[src/verilog/hxb_regs.vh]
// Purpose: Constants for the host/expansion address bridge
// Assumes: Included by bare name from the bridge sources
// Notes:   Widths, reset values and default timing counts
`ifndef HXB_REGS_VH
`define HXB_REGS_VH

// Address field positions
`define HXB_HOST_AW        24
`define HXB_EXP_AW         32
`define HXB_AM_W           6
`define HXB_WIN_LSB        16
`define HXB_WIN_MSB        23
`define HXB_OFS_LSB        20
`define HXB_OFS_MSB        23
`define HXB_IO_AW          10

// Reset values
`define HXB_AM_RST         6'h00
`define HXB_PAGE_RST       16'h0000
`define HXB_WIN_RST        8'h00
`define HXB_RANGE_RST      16'h0000
`define HXB_OFS_RST        4'h0

// Address modifier codes decoded by the slave side
`define HXB_AM_A24         6'h39
`define HXB_AM_A16         6'h29

// Default bus timeout period in clock cycles
`define HXB_BTO_DEF        16'h00c8
`define HXB_BTO_W          16

`endif

[src/verilog/hxb_bto.v]
// Purpose: Expansion bus timeout counter
// Assumes: Single clock, synchronous active-low reset
// Notes:   Period is loaded by software; zero period never times out
`timescale 1ns/1ps
`default_nettype none
`include "hxb_regs.vh"

module hxb_bto #(
	parameter W = `HXB_BTO_W
) (
	// Clock and reset
	input  wire         i_sys_clk,
	input  wire         i_reset_n,
	// Control
	input  wire         i_enable,
	input  wire         i_cycle_active,
	input  wire [W-1:0] i_period,
	// Status
	output reg          o_timeout
);

	reg [W-1:0] count_reg;

	// Count while a cycle is open, pulse once on expiry
	always @(posedge i_sys_clk) begin
		if (!i_reset_n) begin
			count_reg <= {W{1'b0}};
			o_timeout <= 1'b0;
		end else if (!i_enable || !i_cycle_active) begin
			count_reg <= {W{1'b0}};
			o_timeout <= 1'b0;
		end else begin
			o_timeout <= (i_period != {W{1'b0}}) && (count_reg == i_period - 1'b1);
			if (count_reg != i_period)
				count_reg <= count_reg + 1'b1;
		end
	end

endmodule // hxb_bto
`default_nettype wire

[src/verilog/hxb_bridge.v]
// Purpose: Address path of a host / expansion bus bridge
// Assumes: All inputs synchronous to i_sys_clk
// Notes:   Control and configuration bits are plain ports
`timescale 1ns/1ps
`default_nettype none
`include "hxb_regs.vh"

module hxb_bridge #(
	parameter HAW = `HXB_HOST_AW,
	parameter EAW = `HXB_EXP_AW,
	parameter AMW = `HXB_AM_W
) (
	// Clock and reset
	input  wire                    i_sys_clk,
	input  wire                    i_reset_n,
	// Configuration written by host software
	input  wire [AMW-1:0]          i_master_am,
	input  wire [15:0]             i_page,
	input  wire [7:0]              i_window,
	input  wire [15:0]             i_range_a24,
	input  wire [15:0]             i_range_a16,
	input  wire [3:0]              i_slave_offset,
	input  wire                    i_sysctl_en,
	input  wire [`HXB_BTO_W-1:0]   i_bto_period,
	// Host bus side
	input  wire [HAW-1:0]          i_host_addr,
	input  wire                    i_host_addr_valid,
	input  wire                    i_host_mem,
	input  wire                    i_host_cycle_done,
	// Expansion bus side
	input  wire [EAW-1:0]          i_exp_ad,
	input  wire [AMW-1:0]          i_exp_am,
	input  wire                    i_exp_addr_strobe,
	input  wire                    i_exp_data_strobe,
	input  wire                    i_exp_block,
	input  wire                    i_exp_end,
	input  wire                    i_exp_bus_req,
	input  wire                    i_exp_grant_in,
	input  wire                    i_master_bcast,
	input  wire                    i_master_done,
	// Master path outputs
	output reg                     o_expansion_cycle_request,
	output reg  [EAW-1:0]          o_exp_ad,
	output reg                     o_exp_ad_oe_n,
	output reg  [AMW-1:0]          o_exp_am,
	output reg                     o_exp_am_oe_n,
	output reg                     o_exp_owned,
	// Slave path outputs
	output reg                     o_host_cycle_request,
	output reg  [HAW-1:0]          o_slave_host_addr,
	output reg                     o_slave_io,
	output reg                     o_slave_cycle,
	output reg                     o_host_addr_oe,
	output reg                     o_host_data_oe,
	// System controller outputs
	output reg                     o_exp_grant_out,
	output reg                     o_bus_timeout
);

	// Slave sequencer states
	localparam S_IDLE = 2'b00;
	localparam S_ADDR = 2'b01;
	localparam S_DATA = 2'b10;
	localparam S_NEXT = 2'b11;

	reg [HAW-1:0] host_addr_reg;
	reg           host_mem_reg;
	reg [EAW-1:0] slave_addr_reg;
	reg [AMW-1:0] slave_am_reg;
	reg [1:0]     state_reg;
	reg [1:0]     state_next;
	reg           owned_reg;
	reg           win_hit;
	reg           a24_hit;
	reg           a16_hit;
	reg [3:0]     mapped_top;
	wire          bto_pulse;

	// Host address latch, held until the next valid host address
	always @(posedge i_sys_clk) begin
		if (!i_reset_n) begin
			host_addr_reg <= {HAW{1'b0}};
			host_mem_reg  <= 1'b0;
		end else if (i_host_addr_valid) begin
			host_addr_reg <= i_host_addr;
			host_mem_reg  <= i_host_mem;
		end
	end

	// Master window decode
	always @* begin
		win_hit = host_mem_reg &&
			(host_addr_reg[`HXB_WIN_MSB:`HXB_WIN_LSB] == i_window);
	end

	// Expansion ownership: taken on grant while requesting, kept until done or bus timeout
	always @(posedge i_sys_clk) begin
		if (!i_reset_n) begin
			owned_reg       <= 1'b0;
			o_exp_grant_out <= 1'b0;
		end else begin
			if (o_expansion_cycle_request && i_exp_grant_in)
				owned_reg <= 1'b1;
			else if (i_master_done || bto_pulse)
				owned_reg <= 1'b0;
			// Pass grant down the chain when neither asking for it nor owning the bus
			o_exp_grant_out <= i_exp_grant_in && !o_expansion_cycle_request &&
				!owned_reg;
		end
	end

	// Master outputs: request, broadcast address and modifier lines
	always @(posedge i_sys_clk) begin
		if (!i_reset_n) begin
			o_expansion_cycle_request <= 1'b0;
			o_exp_ad                  <= {EAW{1'b0}};
			o_exp_ad_oe_n             <= 1'b1;
			o_exp_am                  <= `HXB_AM_RST;
			o_exp_am_oe_n             <= 1'b1;
			o_exp_owned               <= 1'b0;
		end else begin
			o_expansion_cycle_request <= win_hit && !i_master_done &&
				!i_host_cycle_done;
			o_exp_ad      <= {i_page, host_addr_reg[15:0]};
			o_exp_ad_oe_n <= !(owned_reg && i_master_bcast);
			o_exp_am      <= i_master_am;
			o_exp_am_oe_n <= !owned_reg;
			o_exp_owned   <= owned_reg;
		end
	end

	// Slave address latch and block counter
	always @(posedge i_sys_clk) begin
		if (!i_reset_n) begin
			slave_addr_reg <= {EAW{1'b0}};
			slave_am_reg   <= `HXB_AM_RST;
		end else if (i_exp_addr_strobe && state_reg == S_IDLE) begin
			slave_addr_reg <= i_exp_ad;
			slave_am_reg   <= i_exp_am;
		end else if (state_reg == S_NEXT) begin
			slave_addr_reg <= slave_addr_reg + 1'b1;
		end
	end

	// Slave decode against the two range registers
	always @* begin
		a24_hit = (slave_am_reg == `HXB_AM_A24) &&
			(slave_addr_reg[23:20] == i_range_a24[3:0]);
		a16_hit = (slave_am_reg == `HXB_AM_A16) &&
			(slave_addr_reg[15:`HXB_IO_AW] == i_range_a16[15:`HXB_IO_AW]);
		mapped_top = slave_addr_reg[`HXB_OFS_MSB:`HXB_OFS_LSB] + i_slave_offset;
	end

	// Slave sequencer next state
	always @* begin
		state_next = state_reg;
		case (state_reg)
			S_IDLE:
				if (i_exp_addr_strobe)
					state_next = S_ADDR;
			S_ADDR:
				if (i_exp_end || !(a24_hit || a16_hit))
					state_next = S_IDLE;
				else if (i_exp_data_strobe)
					state_next = S_DATA;
			S_DATA:
				if (i_exp_end)
					state_next = S_IDLE;
				else if (i_host_cycle_done)
					state_next = i_exp_block ? S_NEXT : S_IDLE;
			S_NEXT:
				state_next = i_exp_end ? S_IDLE : S_ADDR;
			default:
				state_next = S_IDLE;
		endcase
	end

	// Slave sequencer state and outputs
	always @(posedge i_sys_clk) begin
		if (!i_reset_n) begin
			state_reg            <= S_IDLE;
			o_host_cycle_request <= 1'b0;
			o_slave_host_addr    <= {HAW{1'b0}};
			o_slave_io           <= 1'b0;
			o_slave_cycle        <= 1'b0;
			o_host_addr_oe       <= 1'b0;
			o_host_data_oe       <= 1'b0;
		end else begin
			state_reg            <= state_next;
			o_host_cycle_request <= (state_reg != S_IDLE) && (a24_hit || a16_hit);
			if (a24_hit)
				o_slave_host_addr <= {mapped_top, slave_addr_reg[19:0]};
			else
				o_slave_host_addr <= {{(HAW-`HXB_IO_AW){1'b0}},
					slave_addr_reg[`HXB_IO_AW-1:0]};
			o_slave_io     <= a16_hit;
			o_slave_cycle  <= (state_next == S_DATA);
			// Decode is stale in the capture cycle, so no enable straight from idle
			o_host_addr_oe <= (state_next == S_DATA) || (state_next == S_ADDR &&
				state_reg != S_IDLE && (a24_hit || a16_hit));
			o_host_data_oe <= (state_next == S_DATA);
		end
	end

	// Bus timeout unit, part of the system controller
	hxb_bto #(
		.W (`HXB_BTO_W)
	) u_bto (
		.i_sys_clk      (i_sys_clk),
		.i_reset_n      (i_reset_n),
		.i_enable       (i_sysctl_en),
		.i_cycle_active (i_exp_bus_req || owned_reg),
		.i_period       (i_bto_period),
		.o_timeout      (bto_pulse)
	);

	// Timeout output register
	always @(posedge i_sys_clk) begin
		if (!i_reset_n)
			o_bus_timeout <= 1'b0;
		else
			o_bus_timeout <= bto_pulse;
	end

endmodule // hxb_bridge
`default_nettype wire

[config.mk]
export PLATFORM = sky130hd
export DESIGN_NAME = hxb_bridge
export DESIGN_NICKNAME = d
export VERILOG_FILES = /design/src/verilog/hxb_bto.v /design/src/verilog/hxb_bridge.v
export VERILOG_INCLUDE_DIRS = /design/src /design/src/verilog
export SDC_FILE = /design/constraint.sdc
export NUM_CORES = 1
export LEC_CHECK = 0
export ABC_AREA = 1
export BUFFER_PORTS_ARGS = -buffer_cell sky130_fd_sc_hd__buf_2
export CORE_ASPECT_RATIO = 1.1
export CORE_MARGIN = 2
export CORE_UTILIZATION = 45
export DETAILED_ROUTE_END_ITERATION = 10
export HOLD_SLACK_MARGIN = 0.02
export PLACE_DENSITY = 0.75
export SETUP_SLACK_MARGIN = 0.5
export SLEW_MARGIN = 10
export SYNTH_ARGS = -nofsm -noshare
export SYNTH_HDL_FRONTEND = slang
export SYNTH_SLANG_ARGS = --single-unit
[constraint.sdc]
create_clock -name i_sys_clk -period 2.2 [get_ports i_sys_clk]
set_clock_uncertainty 0.15 [all_clocks]
set_input_delay 0.33 -clock i_sys_clk [delete_from_list [all_inputs] [get_ports i_sys_clk]]
set_output_delay 0.33 -clock i_sys_clk [all_outputs]
set_load 0.005 [all_outputs]
# Word-level counts from Yosys, hierarchy flattened
# Cells that the tools add are included.
# totals
ramBits	0
out_inout_bits	73
romBits	0
word_cells	86
latchBits	0
ff_bits	155
n_memories	0
# classes
n_mux	12
mul	0
eq_ne	12
n_lt_le_gt_ge	0
reduce_logical	35
n_bitwise	1
n_shift	0
div_mod_pow	0
addsub	4
# op_table
op	count
$mux 32	2
$add 32x1->32 const B	1
$add 16x1->16 const B	1
$eq 16x16->1	1
$ne 16x16->1	1
$reduce_bool 16->1	1
$sub 16x1->16 const B	1
$logic_and 1x1->1	14
$eq 6x6->1 const B	2
$mux 2	6
$eq 8x8->1	1
$logic_not 1->1	8
$pmux 2 s4	1
$eq 2x2->1 const B	3
$eq 6x6->1	1
$logic_or 1x1->1	6
$reduce_bool 2->1	3
$add 4x4->4	1
$eq 2x1->1 const B	2
$eq 4x4->1	1
$mux 1	3
$logic_not 2->1	1
$reduce_and 2->1	1
$reduce_or 2->1	1
$not 1->1	1

# Logic depth before layout (Yosys ltp)
# Gate-level depths: netlist of the first run.
# logic_depth
word_depth	11
ltp_mapped	13

# By module
# A second synthesis of the first run with hierarchy kept.
# hier_totals
hier_cells	1048
area_unflattened_um2	7228.2
# modules_own_cells
module	instances	seq_area_each_um2	cells_each	area_each_um2
hxb_bridge	1	2602.5	734	5410.2
hxb_bto	1	340.3	314	1818.0

# Worst setup path after synthesis of the first run
# No wires, ideal clock.
# synth_path
path_type	register to register
from	reg slave_addr_reg[0]
to	reg slave_addr_reg[16]
n_path_buf	0
stages_incl_launch_ff	11
setup_slack_ns	0.458
required_time_ns	1.937
arrival_ns	1.480
cell_sequence	dfxtp_1 ha_1 nand3_1 nor2_2 nand2_1 nor2_1 nand4_1 nand3_1 nand2_1 nand2_1 nand2_1
# synth_via
elab_chain_cells	3
# synth_lines
element	line_no	rtl
start, declared	hxb_bridge.v:68	reg [EAW-1:0] slave_addr_reg;
start signal, assigned	hxb_bridge.v:135	slave_addr_reg <= {EAW{1'b0}};
start signal, assigned	hxb_bridge.v:138	slave_addr_reg <= i_exp_ad;
start signal, assigned	hxb_bridge.v:141	slave_addr_reg <= slave_addr_reg + 1'b1;
$add 32x1->32	hxb_bridge.v:141	
$mux 32	hxb_bridge.v:140	end else if (state_reg == S_NEXT) begin
$mux 32	hxb_bridge.v:137	end else if (i_exp_addr_strobe && state_reg == S_IDLE) begin
# Every way passes these cells. The select of a mux whose other input is x is not followed.
# A chain may end at the register's enable or synchronous reset.

# Worst setup path in the final report of the first run
# layout_path
from	reg u_bto.count_reg[0]
to	reg u_bto.count_reg[12]
# layout_via
elab_chain_cells	1
word_cells_on_any_way	2
cone_classes	1 x add/sub; 1 x eq/ne
# layout_lines
element	line_no	rtl
start, declared	hxb_bto.v:22	reg [W-1:0] count_reg;
start signal, assigned	hxb_bto.v:27	count_reg <= {W{1'b0}};
start signal, assigned	hxb_bto.v:30	count_reg <= {W{1'b0}};
start signal, assigned	hxb_bto.v:35	count_reg <= count_reg + 1'b1;
$add 16x1->16 / $ne 16x16->1 (equally long branches)	hxb_bto.v:35, hxb_bto.v:34	
# Parallel ways exist; a longest one is shown, timed or not.

==> results.json, run 1 <==
{
  "status": "finished clean",
  "finalCritPeriodShare_pct": 79.0,
  "max-vdd-ir-drop_mv": 0.486,
  "regArea_um2": 3000,
  "postSynthCellCount": 1014,
  "met1_usage_pct": 28.9,
  "firstDrtPassIters": 5,
  "ys.flop_type": "dfxtp_1",
  "max_freq_mhz": 575,
  "yosys-top-cells-area": "dfxtp_1 42%, nand2_1 13%, nor2_1 7.5%",
  "use_met3_pct": 6.29,
  "nNetsFinal": 1445,
  "finish.utilization_pct": 64.4,
  "avgSynthCellArea_um2": 6.91,
  "crit_required_ps": 2390,
  "arrival_ps": 1930,
  "drc": 0,
  "cts_max_level": 4,
  "cp_max_fo": 7,
  "use_met2_pct": 42.0,
  "num_rows": 47,
  "grt_use_total_pct": 24.3,
  "area_growth_pct": 39.0,
  "start_util_pct": 46.4,
  "yosys_warnings": 0,
  "clock-root-buffer": "clkbuf_16",
  "gp_congestion": 0.947,
  "relSlewSlack_pct": 67.7,
  "min_path_type": "primary input to flip-flop",
  "core-area_um2": 15100,
  "vias": 7396,
  "cts_tree": "built",
  "n_fill_cell": 1232,
  "rr_startpoint": "u_bto.count_reg[0]",
  "grt_pass1_vias": 6744,
  "synth_largest_area_cell": "dfxtp_1",
  "synth_nets": 1180,
  "portBuffers": 200,
  "worst_pin_slew_ps": 480,
  "grt_pass1_wl_mm": 31.9,
  "cts_sinks": 147,
  "dp_hpwl_mm": 14.1,
  "crit_start": "u_bto.count_reg[0]",
  "routedWlPerCell_um": 14.0,
  "antenna_found_initial": 3,
  "top_usage_layer": "met2",
  "fin_cells": 1489,
  "top_register": "o_exp_ad",
  "synth_edf_count": 0,
  "wirelength_mm": 20.8,
  "ios": 231,
  "path_clk_slew_ps": 60,
  "synth_seq_area_share_pct": 42.0,
  "leakage_nw": 4.80,
  "synth_common_cells": "237 x nand2_1, 147 x dfxtp_1, 140 x nor2_1",
  "clockBufferDepth": 2,
  "grt_max_degree": 75,
  "synth_most_common_cell": "nand2_1",
  "via_per_inst": 4.97,
  "largest_reg_flops": 32,
  "clk_latency_ps": 420,
  "cp-start-kind": "flip-flop",
  "max_cap_violations": 0,
  "detail_route.iter0.violations": 633,
  "report.final.slew_viol_count": 0,
  "drive_gt1_share_pct": 28.9,
  "yosysTopAreaCellShare_pct": 42.0,
  "period_minus_slack_ps": 1740,
  "rsz0062_at_grt": "true",
  "dieArea_um2": 16600,
  "hold_violations": 0,
  "worst-setup-path-type": "flip-flop to flip-flop",
  "p_per_area_nw_per_um2": 654,
  "tns_ps": 0,
  "fp.dieH_um": 135,
  "setup_violations": 0,
  "cts_buffers": 17,
  "cp-end-kind": "flip-flop",
  "multiInputGateArea_um2": 3570,
  "holdCritStartpoint": "i_exp_am[0]",
  "synth_seq_cells": 147,
  "ys_async_sr_fraction_pct": 0,
  "drtAntennaViolNets": 0,
  "synth_area_um2": 7010,
  "die_w_um": 123,
  "dp_cells": 1393,
  "ys_types": 45,
  "gr-total-overflow": 0
}
[power breakdown]
group	switching [mW]	internal (mW)
Clock	1.23	1.50
Sequential	0.0831	2.78
Combinational	0.416	0.366
[routing by layer]
metal	vias up	share of wire [%]	routed length, um
li1	3729	-	-
met1	3343	40	8430
met2	274	51	10600
met3	46	6.0	1250
met4	4	2.4	505
met5	-	0.13	27
[worst paths after layout]
path	end	slack [ps]	cells past startpoint
max reg2reg	u_bto.count_reg[12]	460	7
max	u_bto.count_reg[12]	460	7
min	slave_am_reg[0]	30	3
min reg2reg	o_exp_ad[2]	270	2
[through the flow]
stage          area [um2]  power (mW)  hold WS, ps  worst slack [ps]
2_1_floorplan        7010        3.28          249               502
3_3_place_gp         8220        3.55          260               263
3_5_place_dp         8220        3.56          263               245
4_1_cts              9370        6.37         22.3               495
5_1_grt              9740        6.62         42.2               309
6_report             9740        6.37         29.4               462
[placed cells by master (no fill, tap or decap), types with 4 or more instances in the layout]
master         instances
a21oi_1               37
a21oi_2                5
buf_2                200
buf_4                 19
buf_6                  4
clkbuf_16             18
dfxtp_1              114
dfxtp_2               25
dfxtp_4                8
dlygate4sd3_1         48
ha_1                   5
inv_1                131
inv_2                 14
inv_6                  7
nand2_1              227
nand2_2               12
nand3_1               80
nand3_2                5
nand4_1               14
nor2_1               131
nor2_2                 7
nor2_4                 7
nor3_1                12
o211ai_1               8
o21ai_0               43
o21ai_1                4
o22ai_1                9
or2_2                  6
xnor2_1               15
xnor2_2                6
xor2_1                20
[timing repair]
| item | CTS | global route |
|---|---|---|
| pin swaps | 2 | 25 |
| gates cloned | 0 | 3 |
| endpoints found under the setup margin | 43 | 47 |
| setup buffers | 3 | 9 |
| hold endpoints to repair | 48 | 0 |
| resized for setup | 25 | 84 |
| hold buffers | 48 | 0 |
[area by class of cell]
cell class	instances	share of cell area, %
Antenna cell	1	0.0257
Clock buffer	18	4.51
Clock inverter	14	1.23
Inverter	152	5.99
Multi-Input combinational cell	685	36.7
Sequential cell	147	30.9
Tap cell	196	2.52
Timing Repair Buffer	276	18.2
[kinds of logic after synthesis]
family / share of synthesized area (%)
flops: 42.0
compound gates: 8.97
xor+xnor: 5.48
simple gates: 31.7
buf+inv: 10.3
fa+ha+maj: 1.54
[critical path: stages, from the launching register on]
cell      delay [ps]
dfxtp_4          370
xor2_2           180
nand3b_1         210
nor3_4           240
buf_12           160
buf_8            130
nand3_1           70
a21oi_1          150
(Power assumes the default switching activity.)
==> inputs of run 2 (changes only) <==
--- a/config.mk
+++ b/config.mk
@@ -6,14 +6,14 @@
 export SDC_FILE = /design/constraint.sdc
 export NUM_CORES = 1
 export LEC_CHECK = 0
-export ABC_AREA = 1
+export ABC_AREA = 0
 export BUFFER_PORTS_ARGS = -buffer_cell sky130_fd_sc_hd__buf_2
 export CORE_ASPECT_RATIO = 1.1
 export CORE_MARGIN = 2
 export CORE_UTILIZATION = 45
 export DETAILED_ROUTE_END_ITERATION = 10
 export HOLD_SLACK_MARGIN = 0.02
-export PLACE_DENSITY = 0.75
+export PLACE_DENSITY = 0.8
 export SETUP_SLACK_MARGIN = 0.5
 export SLEW_MARGIN = 10
 export SYNTH_ARGS = -nofsm -noshare
==> constraint.sdc (replaced) <==
create_clock -name i_sys_clk -period 1.5 [get_ports i_sys_clk]
set_clock_uncertainty 0.15 [all_clocks]
set_input_delay 0.225 -clock i_sys_clk [delete_from_list [all_inputs] [get_ports i_sys_clk]]
set_output_delay 0.225 -clock i_sys_clk [all_outputs]
set_load 0.005 [all_outputs]
==> results.json, run 2 <==
{
  "status": "finished, violations left",
  "failed_checks": "negative hold slack, negative setup slack",
  "grt_max_degree": 55,
  "arrival_ps": 2840,
  "worst-setup-path-type": "flip-flop to flip-flop",
  "max-vdd-ir-drop_mv": 0.766,
  "gp_congestion": 0.929,
  "cts_buffers": 17,
  "dp_cells": 1141,
  "dp_hpwl_mm": 12.9,
  "clk_latency_ps": 440,
  "gr-total-overflow": 0,
  "synth_edf_count": 0,
  "start_util_pct": 45.6,
  "die_w_um": 116,
  "area_growth_pct": 77.4,
  "cp-end-kind": "flip-flop",
  "nNetsFinal": 1248,
  "cp-start-kind": "flip-flop",
  "relSlewSlack_pct": 47.5,
  "largest_reg_flops": 32,
  "grt_pass1_wl_mm": 37.1,
  "grt_pass1_vias": 7056,
  "path_clk_slew_ps": 80,
  "vias": 7275,
  "crit_required_ps": 1720,
  "yosysTopAreaCellShare_pct": 47.2,
  "cp_cell_sequence": "buf_4 > xnor2_1 > nand4_1 > a211o_1 > a2111oi_4 > nand2b_4",
  "cpPeakStageDelay_ps": 560,
  "mostFrequentLayoutCells": "165 x buf_2, 106 x buf_4, 79 x dlygate4sd3_1",
  "cp_top_family": "compound AO/OA/AOI/OAI gates",
  "cts_sinks": 147,
  "detail_route.iter0.violations": 642,
  "cts_tree": "built",
  "wirelength_mm": 29.5,
  "fin_cells": 1288,
  "drc": 0,
  "avgSynthCellArea_um2": 9.25,
  "pre_cts_ws_ps": -1100,
  "core-area_um2": 13700,
  "grt_use_total_pct": 33.2,
  "synth_most_common_cell": "dfxtp_1",
  "worst_pin_slew_ps": 779,
  "ys_types": 58,
  "finalCritPeriodShare_pct": 175,
  "drive_gt1_share_pct": 53.4,
  "yosys_warnings": 0,
  "ctsHoldBuffers": 80,
  "critPathSlowestCell": "xnor2_1",
  "top_layer": "met5",
  "synth_common_cells": "147 x dfxtp_1, 80 x nor2_1, 60 x and2_1",
  "wl_met2_mm": 14.4,
  "synth_seq_cells": 147,
  "drtAntennaViolNets": 0,
  "period_minus_slack_ps": 2620,
  "final_common_cell": "buf_2",
  "portBuffers": 200,
  "drt-met1-wl_mm": 9.87,
  "synth_seq_area_share_pct": 47.2,
  "critPathBufInv": 1,
  "ys.flop_type": "dfxtp_1",
  "num_rows": 45,
  "cts_max_level": 4,
  "leakage_nw": 4.79,
  "antenna_found_initial": 6,
  "report.final.slew_viol_count": 0,
  "ios": 231,
  "n_fill_cell": 739,
  "route.met3.wl_mm": 2.83,
  "max_freq_mhz": 382,
  "setup_slack_ps": -1120,
  "synth_largest_area_cell": "dfxtp_1",
  "hold-worst-slack_ps": -28.5,
  "rsz0062_at_grt": "true",
  "min_path_type": "primary input to flip-flop",
  "synth_nets": 840,
  "dieArea_um2": 14800,
  "top_register": "o_exp_ad",
  "clockBufferDepth": 2,
  "hold_violations": 1,
  "postSynthCellCount": 674,
  "cp_max_fo": 4,
  "fp.dieH_um": 127,
  "ys_async_sr_fraction_pct": 0,
  "setup_violations": 65,
  "totalPowerFinal_mw": 10.3,
  "clock-root-buffer": "clkbuf_16",
  "via_per_inst": 5.65,
  "routedWlPerCell_um": 22.9,
  "synth_area_um2": 6230,
  "firstDrtPassIters": 5,
  "yosys-top-cells-area": "dfxtp_1 47%, xor2_1 6.0%, and2_1 6.0%",
  "max_cap_violations": 0,
  "p_per_area_nw_per_um2": 933
}
-- run 2: cell count changes after synthesis, sizes merged, moves of 8 or more --
cell / previous run / this run
mux2i: 0 / 27
nor2: 145 / 80
xor2: 22 / 43
nand2: 242 / 46
o2111ai: 0 / 8
or3: 0 / 15
inv: 149 / 15
o22ai: 9 / 0
and2: 0 / 61
a211oi: 1 / 13
a21oi: 42 / 31
o21ai: 48 / 20
nand3: 86 / 15
-- run 2: area by class of cell --
type                            instances  area [um2]  share of cell area [%]
Multi-Input combinational cell        480        3820                    34.6
Timing Repair Buffer                  421        3270                    29.6
Sequential cell                       147        3050                    27.6
Clock buffer                           18         439                    3.97
Tap cell                              188         235                    2.13
Clock inverter                         14         165                    1.49
Inverter                               15        56.3                   0.509
Antenna cell                            5        12.5                   0.113
-- run 2: worst paths after layout --
kind | startpoint | depth (start not counted) | to | slack [ps]
hold reg to reg | host_addr_reg[9] | 1 | o_exp_ad[9] | 310
hold / removal | i_window[3] | 4 | o_expansion_cycle_request | -30
setup / recovery | slave_addr_reg[11] | 6 | o_host_addr_oe | -1120
setup reg to reg | slave_addr_reg[11] | 6 | o_host_addr_oe | -1120
-- run 2: cells by family after synthesis --
logic type | count (synthesis) | synth area share [%]
AOI/OAI and AO/OA | 94 | 9.84
xor gates and xnor gates | 68 | 9.55
adders and majority gates | 8 | 1.73
buffers and inverters | 49 | 3.93
DFF | 147 | 47.2
muxes | 28 | 4.52
and+or+nand+nor | 280 | 23.2
-- run 2: per-layer routing --
| metal | track usage, % | vias up |
|---|---|---|
| li1 | - | 3136 |
| met3 | 9.39 | 193 |
| met1 | 36.0 | 3434 |
| met5 | 0 | - |
| met4 | 18.7 | 8 |
| met2 | 57.6 | 504 |
-- run 2: repair_timing --
action / in CTS / in global routing
setup endpoints to repair: 143 / 147
pin swaps: 60 / 53
endpoints found under the hold margin: 83 / 2
buffers inserted: 10 / 19
cloned: 2 / 0
resized for setup: 95 / 155
-- run 2: per-stage QoR --
step                      cell area (um2)  TNS, ps  hold slack [ps]  util (%)
after floorplan                      6620   -12200              137         -
after detailed placement             8410   -18820              258      61.5
after CTS                           10300   -15230            -38.0      75.3
after global placement               8410   -17680              245      61.5
final                               11100   -27440            -28.5      80.8
after global routing                11000   -31820            -25.1      80.7
-- run 2: worst register-to-register path: stages (launching register included) --
cell	delay, ps
dfxtp_1	350
buf_4	180
xnor2_1	560
nand4_1	330
a211o_1	410
a2111oi_4	380
nand2b_4	180
-- run 2: report_power, final --
part	internal [mW]	total, mW	switching [mW]
registers	4.07	4.20	0.129
clock network	2.56	4.51	1.96
logic	0.819	1.59	0.775
total	7.45	10.3	2.86
==> inputs of run 3 (changes only) <==
--- a/config.mk
+++ b/config.mk
@@ -8,13 +8,14 @@
 export LEC_CHECK = 0
 export ABC_AREA = 0
 export BUFFER_PORTS_ARGS = -buffer_cell sky130_fd_sc_hd__buf_2
+export CAP_MARGIN = 20
 export CORE_ASPECT_RATIO = 1.1
-export CORE_MARGIN = 2
+export CORE_MARGIN = 1
 export CORE_UTILIZATION = 45
 export DETAILED_ROUTE_END_ITERATION = 10
 export HOLD_SLACK_MARGIN = 0.02
 export PLACE_DENSITY = 0.8
-export SETUP_SLACK_MARGIN = 0.5
+export SETUP_SLACK_MARGIN = 0.15
 export SLEW_MARGIN = 10
 export SYNTH_ARGS = -nofsm -noshare
 export SYNTH_HDL_FRONTEND = slang
==> results.json, run 3 (synthesis gave the netlist of run 2 again) <==
{
  "dp_hpwl_mm": 13.1,
  "whs_path_depth": 3,
  "setup_slack_ps": -919,
  "max-vdd-ir-drop_mv": 0.875,
  "finalCritPeriodShare_pct": 161,
  "hold-worst-slack_ps": 42.9,
  "worst-setup-path-type": "flip-flop to flip-flop",
  "cp_max_fo": 15,
  "wirelength_mm": 28.9,
  "final_common_cell": "buf_2",
  "cp-end-kind": "flip-flop",
  "drive_gt1_share_pct": 48.3,
  "finish.utilization_pct": 81.8,
  "top_register": "o_exp_ad",
  "cpPeakStageDelay_ps": 1010,
  "die_w_um": 114,
  "vias": 7344,
  "cp_cell_sequence": "buf_6 > nor2_4 > nand2_4 > buf_6 > buf_12 > o21ai_0 > a21oi_4",
  "rsz0062_at_grt": "true",
  "status": "finished, violations left",
  "dieArea_um2": 14300,
  "routedWlPerCell_um": 22.1,
  "reg2reg_depth": 7,
  "cts_max_level": 4,
  "area_growth_pct": 75.5,
  "fp.dieH_um": 125,
  "hold_violations": 0,
  "rrSetupSlack_ps": -920,
  "grt_pass1_vias": 7246,
  "reg2reg_to": "slave_addr_reg[14]",
  "largest_reg_flops": 32,
  "crit_top_cell": "buf_6",
  "relSlewSlack_pct": 11.2,
  "detail_route.iter0.violations": 730,
  "grt_max_degree": 53,
  "num_rows": 44,
  "drtAntennaViolNets": 0,
  "max_cap_violations": 0,
  "report.final.slew_viol_count": 0,
  "portBuffers": 200,
  "cts_buffers": 17,
  "start_util_pct": 46.6,
  "hold_end": "o_slave_host_addr[20]",
  "min_path_type": "primary input to flip-flop",
  "setup_violations": 58,
  "ctsHoldBuffers": 89,
  "holdCritStartpoint": "i_slave_offset[0]",
  "crit_required_ps": 1600,
  "core-area_um2": 13400,
  "drc": 0,
  "gr-total-overflow": 0,
  "path_clk_slew_ps": 70,
  "leakage_nw": 4.78,
  "firstDrtPassIters": 6,
  "mostFrequentLayoutCells": "198 x buf_2, 119 x dfxtp_1, 112 x buf_4",
  "clock-root-buffer": "clkbuf_16",
  "grt_pass1_wl_mm": 38.0,
  "p_per_area_nw_per_um2": 901,
  "failed_checks": "negative setup slack",
  "antenna_found_initial": 7,
  "via_per_inst": 5.64,
  "clockBufferDepth": 2,
  "gp_congestion": 0.910,
  "worst_pin_slew_ps": 1320,
  "arrival_ps": 2520,
  "cts_sinks": 147,
  "rr_startpoint": "state_reg[0]",
  "ios": 231,
  "period_minus_slack_ps": 2420,
  "n_fill_cell": 734,
  "tns_ps": -27870,
  "grt_use_total_pct": 35.1,
  "max_freq_mhz": 413,
  "cp-start-kind": "flip-flop",
  "nNetsFinal": 1268,
  "clk_latency_ps": 440,
  "critPathSlowestCell": "o21ai_0",
  "cts_tree": "built"
}
run 3: area by class of cell:
cell class / count / area (um2) / area share, %
clock buffers: 18 / 429 / 3.92
clock inverters: 14 / 119 / 1.09
flip-flops and latches: 147 / 2990 / 27.3
repair buffers: 442 / 3270 / 29.9
diodes: 4 / 10.0 / 0.0915
multi-input cells: 479 / 3830 / 35.0
well taps: 184 / 230 / 2.10
inverters: 15 / 56.3 / 0.515
run 3: per-stage QoR:
| step | instances | power (mW) | setup WS, ps | cell area (um2) |
|---|---|---|---|---|
| finish | 1303 | 9.85 | -919 | 10900 |
| global route | 1301 | 10.1 | -973 | 10900 |
| CTS | 1278 | 9.42 | -621 | 10300 |
| detailed placement | 1148 | 5.26 | -1080 | 8430 |
| global placement | 1148 | 5.23 | -1060 | 8430 |
| floorplan | 674 | 4.72 | -1020 | 6490 |
run 3: worst max path at each step:
stage / startpoint / endpoint / slack (ps) / cells after the start
finish: state_reg[0] / slave_addr_reg[14] / -920 / 7
floorplan: i_bto_period[8] / u_bto.o_timeout / -1020 / 6
global route: slave_addr_reg[1] / slave_addr_reg[22] / -970 / 10
detailed placement: i_bto_period[8] / u_bto.o_timeout / -1080 / 6
global placement: i_bto_period[8] / u_bto.o_timeout / -1060 / 6
CTS: i_bto_period[8] / u_bto.o_timeout / -620 / 6
run 3: power by group:
group | leakage, nW | switching [mW] | internal, mW
Sequential | 1.22 | 0.112 | 4.06
Combinational | 3.30 | 0.766 | 0.802
Clock | 0.258 | 1.95 | 2.16
run 3: timing repair:
| action | CTS | global route |
|---|---|---|
| endpoints found under the setup margin | 66 | 69 |
| hold endpoints to repair | 82 | 1 |
| cloned | 1 | 0 |
| buffers inserted | 8 | 21 |
| resized for setup | 89 | 96 |
| pin swaps | 40 | 52 |
run 3: worst max-delay path: cells and delay by family, from the launching register on:
kind	cells	cell delay, ps
simple gates	2	230
compound gates	2	1090
flops	1	330
buf+inv	3	440
run 3: layer usage:
layer / vias to the layer above / part of all wire [%] / track usage, %
met3: 212 / 11 / 11.5
li1: 3168 / - / -
met1: 3459 / 32 / 35.7
met2: 499 / 48 / 62.5
met4: 6 / 8.6 / 20.2
met5: - / 0.22 / 0
